--- src/verilog/uis_pkg.sv ---
package uis_pkg;
  // register offsets on the plain register port
  localparam logic [2:0] ADDR_ISS = 3'h2;  // read: interrupt_source_status
  localparam logic [2:0] ADDR_LFC = 3'h3;  // read/write: line_format_control
  // values after reset
  localparam logic [7:0] LFC_RESET = 8'h00;
  localparam logic [5:0] CODE_NONE = 6'h01;
  // interrupt codes, status bits five down to zero
  localparam logic [5:0] CODE_LINE = 6'h06;
  localparam logic [5:0] CODE_RXD  = 6'h04;
  localparam logic [5:0] CODE_RTO  = 6'h0c;
  localparam logic [5:0] CODE_THE  = 6'h02;
  localparam logic [5:0] CODE_MDM  = 6'h00;
  localparam logic [5:0] CODE_FLOW = 6'h10;
  localparam logic [5:0] CODE_CTRL = 6'h20;
  // line control field positions
  localparam int LFC_DIV   = 7;
  localparam int LFC_BRK   = 6;
  localparam int LFC_FORCE = 5;
  localparam int LFC_EVEN  = 4;
  localparam int LFC_PEN   = 3;
  localparam int LFC_STOP  = 2;

  // pending source indices in priority order
  typedef enum logic [2:0] {
    UIS_SRC_LINE = 3'b000,
    UIS_SRC_RXD  = 3'b001,
    UIS_SRC_RTO  = 3'b010,
    UIS_SRC_THE  = 3'b011,
    UIS_SRC_MDM  = 3'b100,
    UIS_SRC_FLOW = 3'b101,
    UIS_SRC_CTRL = 3'b110,
    UIS_SRC_NONE = 3'b111
  } uis_src_e;

  // decoded character format
  typedef struct packed {
    logic [3:0] data_bits;   // 5..8
    logic [1:0] stop_halves; // stop length in half bit times
    logic       par_en;
    logic       par_force;
    logic       par_even;
    logic       brk;
    logic       div_access;
  } uis_fmt_s;
endpackage

--- src/verilog/uis_top.sv ---
`timescale 1ns/1ps
// Summary of operation
// - six priority levels, report only highest
// - status read clears only reported source
// - line status: priority 1, code 000110
// - receive data 000100, timeout 001100, priority 2
// - transmit empty 000010, modem 000000
// - flow stop or special char: 010000
// - flow line change: code 100000
// - bits 7-6 one while fifos enabled
// - bits 5-4 only with enhanced enable
// - flow-stop bit holds until resume char or enhanced off
// - bit 0 low when interrupt pending
// - bit 7 exposes divisor, hides general
// - bit 6 holds transmit line low
// - bit 3 enables parity generate/check
// - bit 4 selects odd or even
// - bit 5 forces constant parity bit
// - bits 1-0 set character length
// - length codes five through eight bits
// - bit 2 selects stop bit length
module uis_top
  import uis_pkg::*;
(
  // clock and reset
  input  wire logic       clk,
  input  wire logic       rst,
  // register port
  input  wire logic [2:0] reg_addr,
  input  wire logic [7:0] reg_wdata,
  input  wire logic       reg_wr,
  input  wire logic       reg_rd,
  output logic      [7:0] reg_rdata,
  // event pulses from neighbouring blocks
  input  wire logic       ev_line,
  input  wire logic       ev_rxd,
  input  wire logic       ev_rto,
  input  wire logic       ev_the,
  input  wire logic       ev_mdm,
  input  wire logic       ev_flow_stop,
  input  wire logic       ev_flow_resume,
  input  wire logic       ev_ctrl,
  // mode inputs
  input  wire logic       fifo_en,
  input  wire logic       enh_en,
  // transmit line before and after break
  input  wire logic       tx_raw,
  output logic            tx_line,
  // format and access outputs
  output uis_fmt_s        fmt,
  output logic            div_access
);

  // control register and the views decoded from it
  logic [7:0] line_format_control;
  logic       div_open;   // divisor window open, general set hidden
  logic       brk_on;     // break requested by software
  logic [1:0] len_code;   // raw word length field
  logic       stop_long;  // longer stop selection
  uis_fmt_s   next_fmt;   // format view before its output register
  logic [7:0] next_rdata; // read data before its output register
  logic       next_tx;    // transmit level before its output register

  // register port strobes
  logic       iss_rd;     // status read on the port
  logic       ack;        // status read that may service a source

  // one sticky bit per source, highest level first
  logic       pend_line;
  logic       pend_rxd;
  logic       pend_rto;
  logic       pend_the;
  logic       pend_mdm;
  logic       pend_flow;
  logic       pend_ctrl;
  logic [6:0] pend;       // the same bits gathered for the encoder
  logic [6:0] ack_vec;    // the source that this read services

  // set and clear term of every source
  logic       line_set;
  logic       line_clr;
  logic       rxd_set;
  logic       rxd_clr;
  logic       rto_set;
  logic       rto_clr;
  logic       the_set;
  logic       the_clr;
  logic       mdm_set;
  logic       mdm_clr;
  logic       flow_set;
  logic       flow_clr;
  logic       ctrl_set;
  logic       ctrl_clr;

  // priority result
  uis_src_e   cur_src;
  logic [5:0] cur_code;
  logic [7:0] iss_value;

  // sticky update; an event in the clearing cycle wins, so a
  // source that fires again during its own service is not lost
  function automatic logic sticky(input logic cur,
                                  input logic set,
                                  input logic clr);
    return set | (cur & ~clr);
  endfunction

  // character length in data bits
  // shared by transmit and receive through one format view
  function automatic logic [3:0] length_of(input logic [1:0] code);
    logic [3:0] bits;
    case (code)
      2'h0:    bits = 4'h5;
      2'h1:    bits = 4'h6;
      2'h2:    bits = 4'h7;
      2'h3:    bits = 4'h8;
      default: bits = 4'h5;
    endcase
    return bits;
  endfunction

  // stop length in half bit times; two stops wrap to zero
  // because the field is only two bits wide
  function automatic logic [1:0] stop_of(input logic       long_stop,
                                         input logic [1:0] code);
    logic [1:0] halves;
    if (!long_stop) begin
      halves = 2'h2;
    end else if (code == 2'h0) begin
      halves = 2'h3;
    end else begin
      halves = 2'h0;
    end
    return halves;
  endfunction

  // decoded fields of the control register
  assign div_open  = line_format_control[LFC_DIV];
  assign brk_on    = line_format_control[LFC_BRK];
  assign len_code  = line_format_control[1:0];
  assign stop_long = line_format_control[LFC_STOP];

  // a status read behind the divisor window services nothing
  assign iss_rd = reg_rd && reg_addr == ADDR_ISS;
  assign ack    = iss_rd && !div_open;

  // the read services only the reported source
  // flow stop is left alone; only a resume character or leaving enhanced mode ends it
  always_comb begin
    ack_vec = 7'h00;
    if (ack) begin
      case (cur_src)
        UIS_SRC_LINE: ack_vec[UIS_SRC_LINE] = 1'b1;
        UIS_SRC_RXD:  ack_vec[UIS_SRC_RXD]  = 1'b1;
        UIS_SRC_RTO:  ack_vec[UIS_SRC_RTO]  = 1'b1;
        UIS_SRC_THE:  ack_vec[UIS_SRC_THE]  = 1'b1;
        UIS_SRC_MDM:  ack_vec[UIS_SRC_MDM]  = 1'b1;
        UIS_SRC_CTRL: ack_vec[UIS_SRC_CTRL] = 1'b1;
        default:      ack_vec = 7'h00;
      endcase
    end
  end

  // set terms; flow and control events count only when enhanced
  assign line_set = ev_line;
  assign rxd_set  = ev_rxd;
  assign rto_set  = ev_rto;
  assign the_set  = ev_the;
  assign mdm_set  = ev_mdm;
  assign flow_set = ev_flow_stop & enh_en;
  assign ctrl_set = ev_ctrl & enh_en;

  // clear terms; leaving enhanced mode drops both enhanced sources
  assign line_clr = ack_vec[UIS_SRC_LINE];
  assign rxd_clr  = ack_vec[UIS_SRC_RXD];
  assign rto_clr  = ack_vec[UIS_SRC_RTO];
  assign the_clr  = ack_vec[UIS_SRC_THE];
  assign mdm_clr  = ack_vec[UIS_SRC_MDM];
  assign flow_clr = ev_flow_resume | ~enh_en;
  assign ctrl_clr = ack_vec[UIS_SRC_CTRL] | ~enh_en;

  // sticky bits gathered in priority order for the encoder
  assign pend = {pend_ctrl, pend_flow, pend_mdm, pend_the,
                 pend_rto, pend_rxd, pend_line};

  // register writes; general set hidden while divisor access is open
  always_ff @(posedge clk or posedge rst) begin
    if (rst) begin
      line_format_control <= LFC_RESET;
    end else if (reg_wr && reg_addr == ADDR_LFC) begin
      line_format_control <= reg_wdata;
    end
  end

  // fixed priority, line status first; a fresh higher source
  // replaces the lower one before the next read
  always_comb begin
    if (pend[UIS_SRC_LINE]) begin
      cur_src = UIS_SRC_LINE;
    end else if (pend[UIS_SRC_RXD]) begin
      cur_src = UIS_SRC_RXD;
    end else if (pend[UIS_SRC_RTO]) begin
      cur_src = UIS_SRC_RTO;
    end else if (pend[UIS_SRC_THE]) begin
      cur_src = UIS_SRC_THE;
    end else if (pend[UIS_SRC_MDM]) begin
      cur_src = UIS_SRC_MDM;
    end else if (pend[UIS_SRC_FLOW]) begin
      cur_src = UIS_SRC_FLOW;
    end else if (pend[UIS_SRC_CTRL]) begin
      cur_src = UIS_SRC_CTRL;
    end else begin
      cur_src = UIS_SRC_NONE;
    end
  end

  // code for the reported source
  always_comb begin
    case (cur_src)
      UIS_SRC_LINE: cur_code = CODE_LINE;
      UIS_SRC_RXD:  cur_code = CODE_RXD;
      UIS_SRC_RTO:  cur_code = CODE_RTO;
      UIS_SRC_THE:  cur_code = CODE_THE;
      UIS_SRC_MDM:  cur_code = CODE_MDM;
      UIS_SRC_FLOW: cur_code = CODE_FLOW;
      UIS_SRC_CTRL: cur_code = CODE_CTRL;
      default:      cur_code = CODE_NONE;
    endcase
  end

  // status byte: fifo flags, enhanced bits, then the level code
  // bits 5-4 stay zero outside enhanced mode
  always_comb begin
    iss_value      = 8'h00;
    iss_value[7:6] = {2{fifo_en}};
    if (enh_en) begin
      iss_value[5:4] = cur_code[5:4];
    end else begin
      iss_value[5:4] = 2'h0;
    end
    iss_value[3:0] = cur_code[3:0];
  end

  // line status source, level one
  // serviced by the status read that reports it
  always_ff @(posedge clk or posedge rst) begin
    if (rst) begin
      pend_line <= 1'b0;
    end else begin
      pend_line <= sticky(pend_line, line_set, line_clr);
    end
  end

  // received data source, level two
  // ranks above the time-out that shares its level
  always_ff @(posedge clk or posedge rst) begin
    if (rst) begin
      pend_rxd <= 1'b0;
    end else begin
      pend_rxd <= sticky(pend_rxd, rxd_set, rxd_clr);
    end
  end

  // receive time-out source, level two
  // reported once the data source is serviced
  always_ff @(posedge clk or posedge rst) begin
    if (rst) begin
      pend_rto <= 1'b0;
    end else begin
      pend_rto <= sticky(pend_rto, rto_set, rto_clr);
    end
  end

  // transmit holding empty source, level three
  // kept until the read that reports it
  always_ff @(posedge clk or posedge rst) begin
    if (rst) begin
      pend_the <= 1'b0;
    end else begin
      pend_the <= sticky(pend_the, the_set, the_clr);
    end
  end

  // modem status source, level four
  // its code is all zero, so bit 0 alone tells it apart
  always_ff @(posedge clk or posedge rst) begin
    if (rst) begin
      pend_mdm <= 1'b0;
    end else begin
      pend_mdm <= sticky(pend_mdm, mdm_set, mdm_clr);
    end
  end

  // flow stop source, level five
  // reads never clear it; it holds until a resume character or enhanced mode is left
  always_ff @(posedge clk or posedge rst) begin
    if (rst) begin
      pend_flow <= 1'b0;
    end else begin
      pend_flow <= sticky(pend_flow, flow_set, flow_clr);
    end
  end

  // flow line change source, level six
  // lowest level, so it waits behind every other source
  always_ff @(posedge clk or posedge rst) begin
    if (rst) begin
      pend_ctrl <= 1'b0;
    end else begin
      pend_ctrl <= sticky(pend_ctrl, ctrl_set, ctrl_clr);
    end
  end

  // read data for the cycle after the strobe, zero otherwise
  // the status register reads zero while the divisor window is open
  always_comb begin
    next_rdata = 8'h00;
    if (reg_rd) begin
      case (reg_addr)
        ADDR_ISS: next_rdata = div_open ? 8'h00 : iss_value;
        ADDR_LFC: next_rdata = line_format_control;
        default:  next_rdata = 8'h00;
      endcase
    end
  end

  // read data register, valid only in the cycle after the strobe
  always_ff @(posedge clk or posedge rst) begin
    if (rst) begin
      reg_rdata <= 8'h00;
    end else begin
      reg_rdata <= next_rdata;
    end
  end

  // break forces the line low until software clears it; the raw
  // line passes one cycle late so the pin comes from a flip-flop
  always_comb begin
    next_tx = tx_raw;
    if (brk_on) begin
      next_tx = 1'b0;
    end
  end

  // transmit pin register; idles high through reset
  always_ff @(posedge clk or posedge rst) begin
    if (rst) begin
      tx_line <= 1'b1;
    end else begin
      tx_line <= next_tx;
    end
  end

  // next format view; length and stop share one field decode
  // one view serves both shift registers, so they never disagree
  always_comb begin
    next_fmt             = '0;
    next_fmt.data_bits   = length_of(len_code);
    next_fmt.stop_halves = stop_of(stop_long, len_code);
    next_fmt.par_en      = line_format_control[LFC_PEN];
    next_fmt.par_force   = line_format_control[LFC_FORCE];
    next_fmt.par_even    = line_format_control[LFC_EVEN];
    next_fmt.brk         = brk_on;
    next_fmt.div_access  = div_open;
  end

  // format register for the shift registers
  always_ff @(posedge clk or posedge rst) begin
    if (rst) begin
      fmt <= '0;
    end else begin
      fmt <= next_fmt;
    end
  end

  // divisor window flag for the baud and enhanced blocks
  always_ff @(posedge clk or posedge rst) begin
    if (rst) begin
      div_access <= 1'b0;
    end else begin
      div_access <= div_open;
    end
  end

endmodule
--- config.mk ---
export PLATFORM = sky130hd
export DESIGN_NAME = uis_top
export DESIGN_NICKNAME = d
export VERILOG_FILES = /design/src/verilog/uis_pkg.sv /design/src/verilog/uis_top.sv
export SDC_FILE = /design/constraint.sdc
export NUM_CORES = 1
export LEC_CHECK = 0
export ABC_AREA = 1
export BUFFER_PORTS_ARGS = -buffer_cell sky130_fd_sc_hd__buf_2
export CORE_ASPECT_RATIO = 1.75
export CORE_MARGIN = 2
export CORE_UTILIZATION = 53
export CTS_CLUSTER_SIZE = 10
export DETAILED_ROUTE_END_ITERATION = 8
export GPL_ROUTABILITY_DRIVEN = 0
export PLACE_DENSITY = 0.83
export SLEW_MARGIN = 20
export SYNTH_ARGS = -nofsm -noshare
export SYNTH_HDL_FRONTEND = slang
export SYNTH_SLANG_ARGS = --single-unit
--- constraint.sdc ---
create_clock -name clk -period 3.7 [get_ports clk]
set_clock_uncertainty 0.05 [all_clocks]
set_input_delay 0.185 -clock clk [delete_from_list [all_inputs] [get_ports clk]]
set_output_delay 0.185 -clock clk [all_outputs]
set_load 0.02 [all_outputs]
# Yosys cells after proc, flatten, opt, wreduce, memory -nomap -nowiden
# Index checks and enable logic that the tools add are counted.
# classes
eq_ne,11
muxes,23
bitwise,26
reduce_logical,6
# op_table
cell,count
6-bit case mux with 7 select lines,1
8-bit 2-to-1 mux,2
4-bit case mux with 4 select lines,1
8-bit case mux with 2 select lines,1
"3-bit by 2-bit equality test with 1-bit output, second input constant",4
3-bit 2-to-1 mux,4
2-bit 2-to-1 mux,5
1-bit AND,9
"3-bit equality test, second input constant",3
1-bit bitwise OR,9
1-bit 2-to-1 mux,8
1-bit NOT,8
7-bit 2-to-1 mux,1
"2-bit equality test, second input constant",2
"3-bit by 1-bit equality test with 1-bit output, second input constant",1
1-bit logical AND,3
3-bit zero test,1
"2-bit by 1-bit equality test with 1-bit output, second input constant",1
2-bit zero test,1
1-bit zero test,1
# word_totals
ff_bits,35
inputBits,26
out_inout_bits,21
wordCells,83

# Longest topological paths before layout
# Gate-level depths: netlist of the first run.
# logic_depth
ltp_word,14
mapped_depth,10
ltp_nobuf,10

# Least setup slack after synthesis of the first run
# Ideal clock, no wire load.
# synth_timing
path_type,register to register
start,register pend_line
end,register pend_rto
setup_time_ns,0.118
arrival_ns,1.047
required_ns,3.532
setup_slack_ns,2.485
path_stages_with_launch,5
n_path_buf,0
synth_period_minus_slack_ns,1.215
path_cell_list,dfrtp_1 > nor2_1 > a21boi_2 > nand4_1 > a21o_1
# synth_between
elab_chain_len,7
# synth_rtl
element,line_no,rtl
start: declaration,uis_top.sv:69,logic pend_line;
start signal: assignment,uis_top.sv:250,"pend_line <= sticky(pend_line, line_set, line_clr);"
3-bit 2-to-1 mux,uis_top.sv:198,if (pend[UIS_SRC_LINE]) begin
3-bit by 2-bit equality test with 1-bit output,uis_top.sv:152,case (cur_src)
1-bit 2-to-1 mux,uis_top.sv:152,
7-bit 2-to-1 mux,uis_top.sv:151,if (ack) begin
1-bit NOT,uis_top.sv:105,return set | (cur & ~clr);
1-bit AND,uis_top.sv:105,
1-bit bitwise OR,uis_top.sv:105,
end signal: assignment,uis_top.sv:270,"pend_rto <= sticky(pend_rto, rto_set, rto_clr);"
end: declaration,uis_top.sv:71,logic pend_rto;
# Every way passes these cells.
# A chain may end at the register's enable or synchronous reset.

# Worst setup path in the final report of the first run
# layout_timing
start,register line_format_control[7]
end,register pend_mdm
# layout_between
elab_chain_len,6
# layout_rtl
element,line_no,rtl
start: declaration,uis_top.sv:55,logic [7:0] line_format_control;
start signal: assignment,uis_top.sv:191,line_format_control <= reg_wdata;
1-bit zero test,uis_top.sv:145,assign ack = iss_rd && !div_open;
1-bit logical AND,uis_top.sv:145,
7-bit 2-to-1 mux,uis_top.sv:151,
1-bit NOT,uis_top.sv:105,
1-bit AND,uis_top.sv:105,
1-bit bitwise OR,uis_top.sv:105,
end signal: assignment,uis_top.sv:290,"pend_mdm <= sticky(pend_mdm, mdm_set, mdm_clr);"
end: declaration,uis_top.sv:73,logic pend_mdm;
# Every way passes these cells.

==> impl_metrics.ini, run 1 <==
[final_layout]
fillers = 223
fin_util_pct = 69.04
layout_common_cells = buf_2 (46), dfrtp_1 (34), nand2_1 (24)
regArea_um2 = 877.1
final_common_cell = buf_2
synthToLayoutAreaGrowth_pct = 24.96
drive_gt1_share_pct = 33.67
nets = 228
insertedDiodeCount = 0
multiInputGateArea_um2 = 486.7

[sta]
max_freq_ghz = 0.6320
hold_viol_final = 0
hold-worst-slack_ns = 0.01665
setup_tns_ns = 0
rsz0062_at_grt = no
setup_violations = 0
period_minus_slack_ns = 1.582
slew_violations = 0
worstMarginPinSlew_ns = 0.4310
slew_headroom_pct = 71.27
post-route-period-util_pct = 42.76

[global_route]
grt_usage_pct = 22.65
grt_pass1_wl_mm = 5.126
antenna_found_initial = 0
use_met2_pct = 40.36
overflow = 0
grt_pass1_vias = 1187
grtUsageMet1_pct = 21.58
use_met3_pct = 6.143
grt_max_degree = 36
grt.busiest_layer = met2

[pwr]
p_sw_uw = 263.2
power_frac_seq_pct = 49.7
p_comb_share_pct = 17.4
p_sw_share_pct = 28.26
clkPwrFrac_pct = 32.9
peakVddDrop_mv = 0.3473
power.internal_uw = 668.1
power_density_mw_per_mm2 = 507.4
p_leak_uw = 0.001012

[detailed_routing]
drt_pre_antenna_iters = 4
drt_iter0_drc = 21
ant_nets = 0
vias = 1187
vias_per_cell = 5.252
drc_errors = 0
routed_wl_mm = 3.228
wl_per_cell_um = 14.28

[yosys]
synth_seq_cells = 35
syn-num-nets = 175
synth_warnings = 0
avgSynthCellArea_um2 = 10.13
yosysTopAreaCellShare_pct = 57.92
syn_area_mm2 = 0.001469
yosysTopAreaCell = dfrtp_1
ys_seq_area_share_pct = 59.71
synth.top_cells.by_area = dfrtp_1 (58%), nand2_1 (6.1%), inv_1 (5.9%)
ys_types = 22
postSynthCellCount = 145

[status]
outcome = completed

[cts]
clockBufferDepth = 2
cts_setup_buffers = 0
cts.sinks = 35
clk_latency_ns = 0.29
clk_pin_slew_ns = 0.07
cts-buffers-inserted = 5
root_buffer = clkbuf_8
cts_tree = done
h-tree-depth = 2

[worst_setup_path]
worstSetupStartpointType = flop
cp_max_fo = 4
worstSetupPathType = flop to flop
arrival_ns = 1.72
cp.required_ns = 3.83
endpoint_kind = flop

[job]
cap_viol_max_count = 0

[floorplanning]
dieArea_mm2 = 0.003225
rows = 25
start_util_pct = 55.25
fp.coreArea_mm2 = 0.002659
io_pins = 47
die_w_um = 43.80
die_y_um = 73.65

[place]
dpl.hpwl_mm = 2.412
numPortBuffers = 46

[worst_hold_path]
hp-class = primary input to flop
## cell usage after synthesis
cell and number:
or2_2 1, dfrtp_1 34, nand4_1 6, nor3_1 1
a21boi_2 1, buf_4 1, dfstp_2 1, inv_1 23
mux2_4 4, o21ai_0 2, buf_6 1, a21o_1 1
nand2_1 24, ha_1 4, nor2_4 1, a21oi_1 9
o21bai_1 3, nor2_2 1, nand3_1 8, nand2_2 2
nor2_1 16, mux2_2 1
## critical path: stages, from the launching register on
cell     delay, ns
dfrtp_1       0.43
nor2_1        0.17
nand2_1       0.12
nor2_2        0.20
inv_1         0.12
nor2_1        0.15
nand3_1       0.11
nand2_1       0.07
nand2_1       0.04
## stage by stage
| stage | std cells | total power, µW | setup WS (ns) | area [µm²] |
|---|---|---|---|---|
| finish | 226 | 931.3 | 2.118 | 1836 |
| global route | 226 | 972.5 | 2.063 | 1836 |
| CTS | 226 | 941.4 | 2.152 | 1836 |
| detailed placement | 217 | 632.9 | 2.197 | 1722 |
| global placement | 217 | 624.3 | 2.318 | 1722 |
| floorplan | 145 | 567.0 | 2.485 | 1469 |
## layout make-up
cell class | count | share of cell area, %
sequential | 35 | 47.78
multi-input combinational | 85 | 26.52
timing repair buffer | 48 | 13.50
clock buffer | 7 | 5.249
inverter | 23 | 4.703
tap | 27 | 1.840
clock inverter | 1 | 0.4090
## state kept, by name, indices dropped and copies added, names as in the netlist
name and flops:
div_access 1, fmt 10, line_format_control 8, pend_ctrl 1, pend_flow 1, pend_line 1
pend_mdm 1, pend_rto 1, pend_rxd 1, pend_the 1, reg_rdata 8, tx_line 1
## cells by family (layout without fill, tap and decap cells)
logic type / count (synthesis) / after routing / synth area share [%]
simple gates: 60 / 60 / 18.31
flops: 35 / 35 / 59.71
buf+inv: 25 / 79 / 7.155
compound gates: 16 / 16 / 6.559
mux: 5 / 5 / 4.855
fa+ha+maj: 4 / 4 / 3.407
## what timing repair did
item	4_1_cts	5_1_grt
endpoints found under the hold margin	34	0
hold buffers	1	0
gates resized for setup	0	0
## metal layers
layer	up-vias	wire, µm
li1	564	-
met1	568	1111
met2	42	1820
met3	13	166
met4	0	129
met5	-	0
## path summary, 6_finish.rpt
kind | from | to | slack, ns | depth (start not counted)
setup / recovery | line_format_control[7]$_DFFE_PP0P_ | pend_mdm$_DFF_PP0_ | 2.12 | 8
hold / removal | ev_rto | pend_rto$_DFF_PP0_ | 0.02 | 2
setup reg to reg | line_format_control[7]$_DFFE_PP0P_ | pend_mdm$_DFF_PP0_ | 2.12 | 8
hold reg to reg | line_format_control[5]$_DFFE_PP0P_ | fmt[3]$_DFF_PP0_ | 0.38 | 0
max in group asynchronous | rst | tx_line$_DFF_PP1_ | 2.77 | 4
min in group asynchronous | rst | reg_rdata[0]$_DFF_PP0_ | 0.49 | 4
## power by group through the flow
stage	logic (µW)	clock network [µW]	registers (µW)
2_1_floorplan	60.0	0	507
3_3_place_gp	156	0	468
3_5_place_dp	162	0	471
4_1_cts	163	314	464
5_1_grt	177	327	468
6_report	162	306	463
No activity file was read; power rests on OpenSTA's default activity.
==> run 2, diff against run 1 <==
--- a/config.mk
+++ b/config.mk
@@ -9,11 +9,11 @@
 export BUFFER_PORTS_ARGS = -buffer_cell sky130_fd_sc_hd__buf_2
 export CORE_ASPECT_RATIO = 1.75
 export CORE_MARGIN = 2
-export CORE_UTILIZATION = 53
+export CORE_UTILIZATION = 49
 export CTS_CLUSTER_SIZE = 10
 export DETAILED_ROUTE_END_ITERATION = 8
 export GPL_ROUTABILITY_DRIVEN = 0
-export PLACE_DENSITY = 0.83
+export PLACE_DENSITY = 0.77
 export SLEW_MARGIN = 20
 export SYNTH_ARGS = -nofsm -noshare
 export SYNTH_HDL_FRONTEND = slang
==> constraint.sdc (replaced) <==
create_clock -name clk -period 1.54 [get_ports clk]
set_clock_uncertainty 0.05 [all_clocks]
set_input_delay 0.077 -clock clk [delete_from_list [all_inputs] [get_ports clk]]
set_output_delay 0.077 -clock clk [all_outputs]
set_load 0.02 [all_outputs]
==> run 2 against run 1 <==
  * Worst hold slack got worse by 0.011 ns
  * Count of clock-buffer cells in the layout decreased by 1
  * Critical path depth did not move
  * Utilization grew 1.3 points
  * Register-to-register slack worse by 2.0 ns
  * Maximum frequency up 14%
  * Non-clock buffer count rose by 19
  * Design area grew 11%
  * Wire length rose by 2.9%
  * Critical path type unchanged
==> impl_metrics.ini, run 2 (synthesis results as in run 1) <==
[global_route]
grt_pass1_vias = 1306
grt_usage_pct = 22.09
grt_max_degree = 14
grt_pass1_wl_mm = 5.595
antenna_found_initial = 0
overflow = 0

[final_layout]
fillers = 229
final_common_cell = buf_2
synthToLayoutAreaGrowth_pct = 38.59
top_regs = fmt (10), line_format_control (8), reg_rdata (8)
nets = 247
drive_gt1_share_pct = 31.65
fin_util_pct = 70.31
multiInputGateArea_um2 = 486.7
regArea_um2 = 877.1
final_cells = 246
insertedDiodeCount = 0
largest-register = fmt
largest_reg_flops = 10
layout_common_cells = buf_2 (46), dfrtp_1 (34), nand2_1 (24)

[sta]
post-route-period-util_pct = 90.51
setup_violations = 0
setup_tns_ns = 0
hold_viol_final = 0
period_minus_slack_ns = 1.394
finalWorstSetupSlack_ns = 0.1462
slew_violations = 0
max_freq_ghz = 0.7174
rsz0062_at_grt = no
worstMarginPinSlew_ns = 0.4235
slew_headroom_pct = 71.73

[pwr]
power_uw = 2386
p_leak_uw = 0.001103
power_density_mw_per_mm2 = 1172
peakVddDrop_mv = 0.8033

[cts]
root_buffer = clkbuf_8
cts_setup_buffers = 0
cts-buffers-inserted = 5
cts_tree = done
clk_latency_ns = 0.29
clk_pin_slew_ns = 0.07
cts.sinks = 35
h-tree-depth = 2
clockBufferDepth = 2

[worst_setup_path]
arrival_ns = 1.53
worstSetupPathType = flop to flop
reg2reg_slack_ns = 0.15
cp.required_ns = 1.67
r2r_cells = 8
endpoint_kind = flop
worstSetupStartpointType = flop
cp_max_fo = 4

[detailed_routing]
drc_errors = 0
vias = 1244
routed_wl_mm = 3.322
ant_nets = 0
drt_iter0_drc = 25
wl_per_cell_um = 13.50
drt_pre_antenna_iters = 4
vias_per_cell = 5.057

[worst_hold_path]
hold_depth = 3
hp-class = primary input to flop

[floorplanning]
die_w_um = 45.39
io_pins = 47
rows = 26
fp.coreArea_mm2 = 0.002895
start_util_pct = 50.73
dieArea_mm2 = 0.003469
die_y_um = 76.43

[status]
outcome = completed

[place]
numPortBuffers = 46
pre_cts_slack_ns = 0.1764
place_inst = 220
dpl.hpwl_mm = 2.410

[job]
cap_viol_max_count = 0
[run 2: per-layer routing]
metal  wire length (µm)  GRT usage [%]  up-vias
li1                   -              -      600
met1               1113          20.90      588
met2               1957          40.56       47
met3                143          4.976        9
met4                108          10.59        0
met5                  0              0        -
[run 2: layout make-up]
class	count	area share (%)
clock inverters	2	1.721
inverters	23	4.241
multi-input cells	85	23.91
well taps	28	1.721
clock buffers	6	4.057
repair buffers	67	21.27
flip-flops and latches	35	43.09
[run 2: where the power goes]
| part | internal (µW) | leakage, µW | switching [µW] | total (µW) |
|---|---|---|---|---|
| registers | 1040 | 0.000413 | 64.3 | 1110 |
| logic | 185 | 0.000628 | 241 | 425 |
| clock network | 523 | 0.0000612 | 328 | 851 |
[run 2: stage by stage]
stage	cell area [µm²]	hold slack [ns]
CTS	2036	0.008850
global placement	1738	0.02586
finish	2036	0.006133
floorplan	1469	0.09451
detailed placement	1738	0.03682
global route	2036	0.02107
[run 2: final timing paths]
path                                                         start                            endpoint
max in group asynchronous                                      rst                 pend_flow$_DFF_PP0_
worst min-delay path                                  reg_wdata[7]  line_format_control[7]$_DFFE_PP0P_
worst max-delay path            line_format_control[7]$_DFFE_PP0P_                  pend_mdm$_DFF_PP0_
worst min register to register  line_format_control[4]$_DFFE_PP0P_                    fmt[2]$_DFF_PP0_
min in group asynchronous                                      rst                    fmt[1]$_DFF_PP0_
worst max register to register  line_format_control[7]$_DFFE_PP0P_                  pend_mdm$_DFF_PP0_
[run 2: repair_timing]
action / in CTS / in global routing
resized for setup: 0 / 0
hold endpoints to repair: 24 / 0
hold buffers: 18 / 0
[run 2: critical path: stages (launching register included)]
cell and delay, ns:
dfrtp_1 0.41, nor2_1 0.15, nand2_1 0.12, nor2_2 0.18, inv_1 0.11, nor2_1 0.09
nand3_1 0.08, nand2_1 0.06, nand2_1 0.04
==> run 3, diff against run 2 <==
--- a/config.mk
+++ b/config.mk
@@ -14,6 +14,7 @@
 export DETAILED_ROUTE_END_ITERATION = 8
 export GPL_ROUTABILITY_DRIVEN = 0
 export PLACE_DENSITY = 0.77
+export SETUP_SLACK_MARGIN = 0.4
 export SLEW_MARGIN = 20
 export SYNTH_ARGS = -nofsm -noshare
 export SYNTH_HDL_FRONTEND = slang
==> run 3 against run 2 <==
  * Non-clock buffer count grew 14
  * Register-to-register slack better by 0.07 ns
  * Utilization increased by 6.1 points
  * Maximum frequency is 5.0% higher
  * Clock power grew 0.6%
  * Highest routed layer unchanged
==> impl_metrics.ini, run 3 (synthesis results as in run 1) <==
[status]
outcome = completed

[global_route]
grt_pass1_wl_mm = 5.761
antenna_found_initial = 0
grt_max_degree = 14
grt_pass1_vias = 1356
overflow = 0
grt_usage_pct = 23.16

[detailed_routing]
vias_per_cell = 5.142
wl_per_cell_um = 14.59
vias = 1337
routed_wl_mm = 3.793
drt_pre_antenna_iters = 4
drt_iter0_drc = 26
drc_errors = 0
ant_nets = 0

[final_layout]
largest-register = fmt
top_regs = fmt (10), line_format_control (8), reg_rdata (8)
final_cells = 260
multiInputGateArea_um2 = 558.0
final_common_cell = buf_2
drive_gt1_share_pct = 44.83
regArea_um2 = 877.1
insertedDiodeCount = 0
layout_common_cells = buf_2 (46), dfrtp_1 (34), inv_1 (18)
synthToLayoutAreaGrowth_pct = 50.68
fillers = 196
largest_reg_flops = 10
nets = 261

[place]
dpl.hpwl_mm = 2.378
place_inst = 220
numPortBuffers = 46

[sta]
max_freq_ghz = 0.7535
hold_viol_final = 0
worstMarginPinSlew_ns = 0.4280
setup_tns_ns = 0
slew_headroom_pct = 71.44
slew_violations = 0
setup_violations = 0
rsz0062_at_grt = yes
post-route-period-util_pct = 86.17
period_minus_slack_ns = 1.327

[pwr]
power_density_mw_per_mm2 = 1106
power.internal_uw = 1793
p_sw_share_pct = 26.79
p_comb_share_pct = 20.0
peakVddDrop_mv = 0.9869
clkPwrFrac_pct = 35.0
power_frac_seq_pct = 45.0
p_leak_uw = 0.001183
p_sw_uw = 656.1
power_uw = 2449

[worst_setup_path]
cp_max_fo = 2
crit_end = reg_rdata[1]$_DFF_PP0_
arrival_ns = 1.49
reg2reg_from = pend_line$_DFF_PP0_
startpoint = pend_line$_DFF_PP0_
cp.required_ns = 1.70
worstSetupPathType = flop to flop
r2r_cells = 6
reg2reg_slack_ns = 0.21
reg2reg_to = reg_rdata[1]$_DFF_PP0_
endpoint_kind = flop
worstSetupStartpointType = flop

[worst_hold_path]
hp-class = primary input to flop

[floorplanning]
start_util_pct = 50.73
rows = 26
dieArea_mm2 = 0.003469
io_pins = 47
die_y_um = 76.43
die_w_um = 45.39
fp.coreArea_mm2 = 0.002895

[cts]
root_buffer = clkbuf_8
clk_latency_ns = 0.29
cts_tree = done
h-tree-depth = 2
cts.sinks = 35
clockBufferDepth = 2
clk_pin_slew_ns = 0.07
cts-buffers-inserted = 5

[job]
cap_viol_max_count = 0
==> run 3: cell types whose count changed in the layout (fill, tap and decap cells not counted), sizes merged <==
cell	delta
buf	+15
dlygate4sd3	-1
==> run 3: how the worst min path moves through the flow <==
stage	startpoint	end	slack, ns	depth (start not counted)
after floorplan	tx_raw	tx_line$_DFF_PP1_	0.09	2
after global placement	rst	line_format_control[6]$_DFFE_PP0P_	0.04	2
after detailed placement	rst	fmt[1]$_DFF_PP0_	0.04	2
after CTS	reg_rd	reg_rdata[0]$_DFF_PP0_	0.01	3
after global routing	fifo_en	reg_rdata[7]$_DFF_PP0_	0.02	3
final	ev_flow_resume	pend_flow$_DFF_PP0_	0.01	4
==> run 3: power by group through the flow <==
stage | Clock, µW | Sequential, µW | Combinational, µW
6_report | 856 | 1100 | 490
5_1_grt | 896 | 1120 | 536
4_1_cts | 860 | 1100 | 474
3_5_place_dp | 0 | 1130 | 390
3_3_place_gp | 0 | 1120 | 379
2_1_floorplan | 0 | 1220 | 144
==> run 3: area by class of cell <==
type                    count  area share (%)
inverters                  23           3.901
clock buffers               6           3.731
flip-flops and latches     35           39.63
clock inverters             2           1.583
multi-input cells          85           25.21
repair buffers             81           24.36
well taps                  28           1.583
==> run 3: per-stage QoR <==
stage / hold slack (ns) / util (%) / area [µm²] / setup WS, ns
after global routing: 0.02345 / 76.45 / 2213 / 0.1742
after detailed placement: 0.04285 / 60.29 / 1745 / 0.1755
after CTS: 0.01015 / 74.20 / 2148 / 0.2581
after floorplan: 0.09451 / - / 1476 / 0.3404
after global placement: 0.03682 / 60.29 / 1745 / 0.2415
final: 0.009500 / 76.45 / 2213 / 0.2129
==> run 3: repair_timing <==
action	in CTS	in global routing
setup endpoints to repair	14	15
hold buffers	17	0
pin swaps	10	11
endpoints found under the hold margin	24	0
resized for setup	13	14
setup buffers	11	4
==> run 3: layer usage <==
layer | wire (µm) | up-vias | global-route usage (%)
li1 | - | 629 | -
met1 | 1300 | 634 | 21.66
met4 | 173 | 0 | 14.12
met2 | 2142 | 57 | 40.70
met5 | 0 | - | 0
met3 | 176 | 17 | 6.161
==> run 3: worst max-delay path, stage by stage, from the launching register on <==
cell	delay (ns)
dfrtp_1	0.40
nor2_2	0.14
buf_4	0.15
nand4_1	0.15
nand2_1	0.10
nand3_1	0.09
a21oi_1	0.16
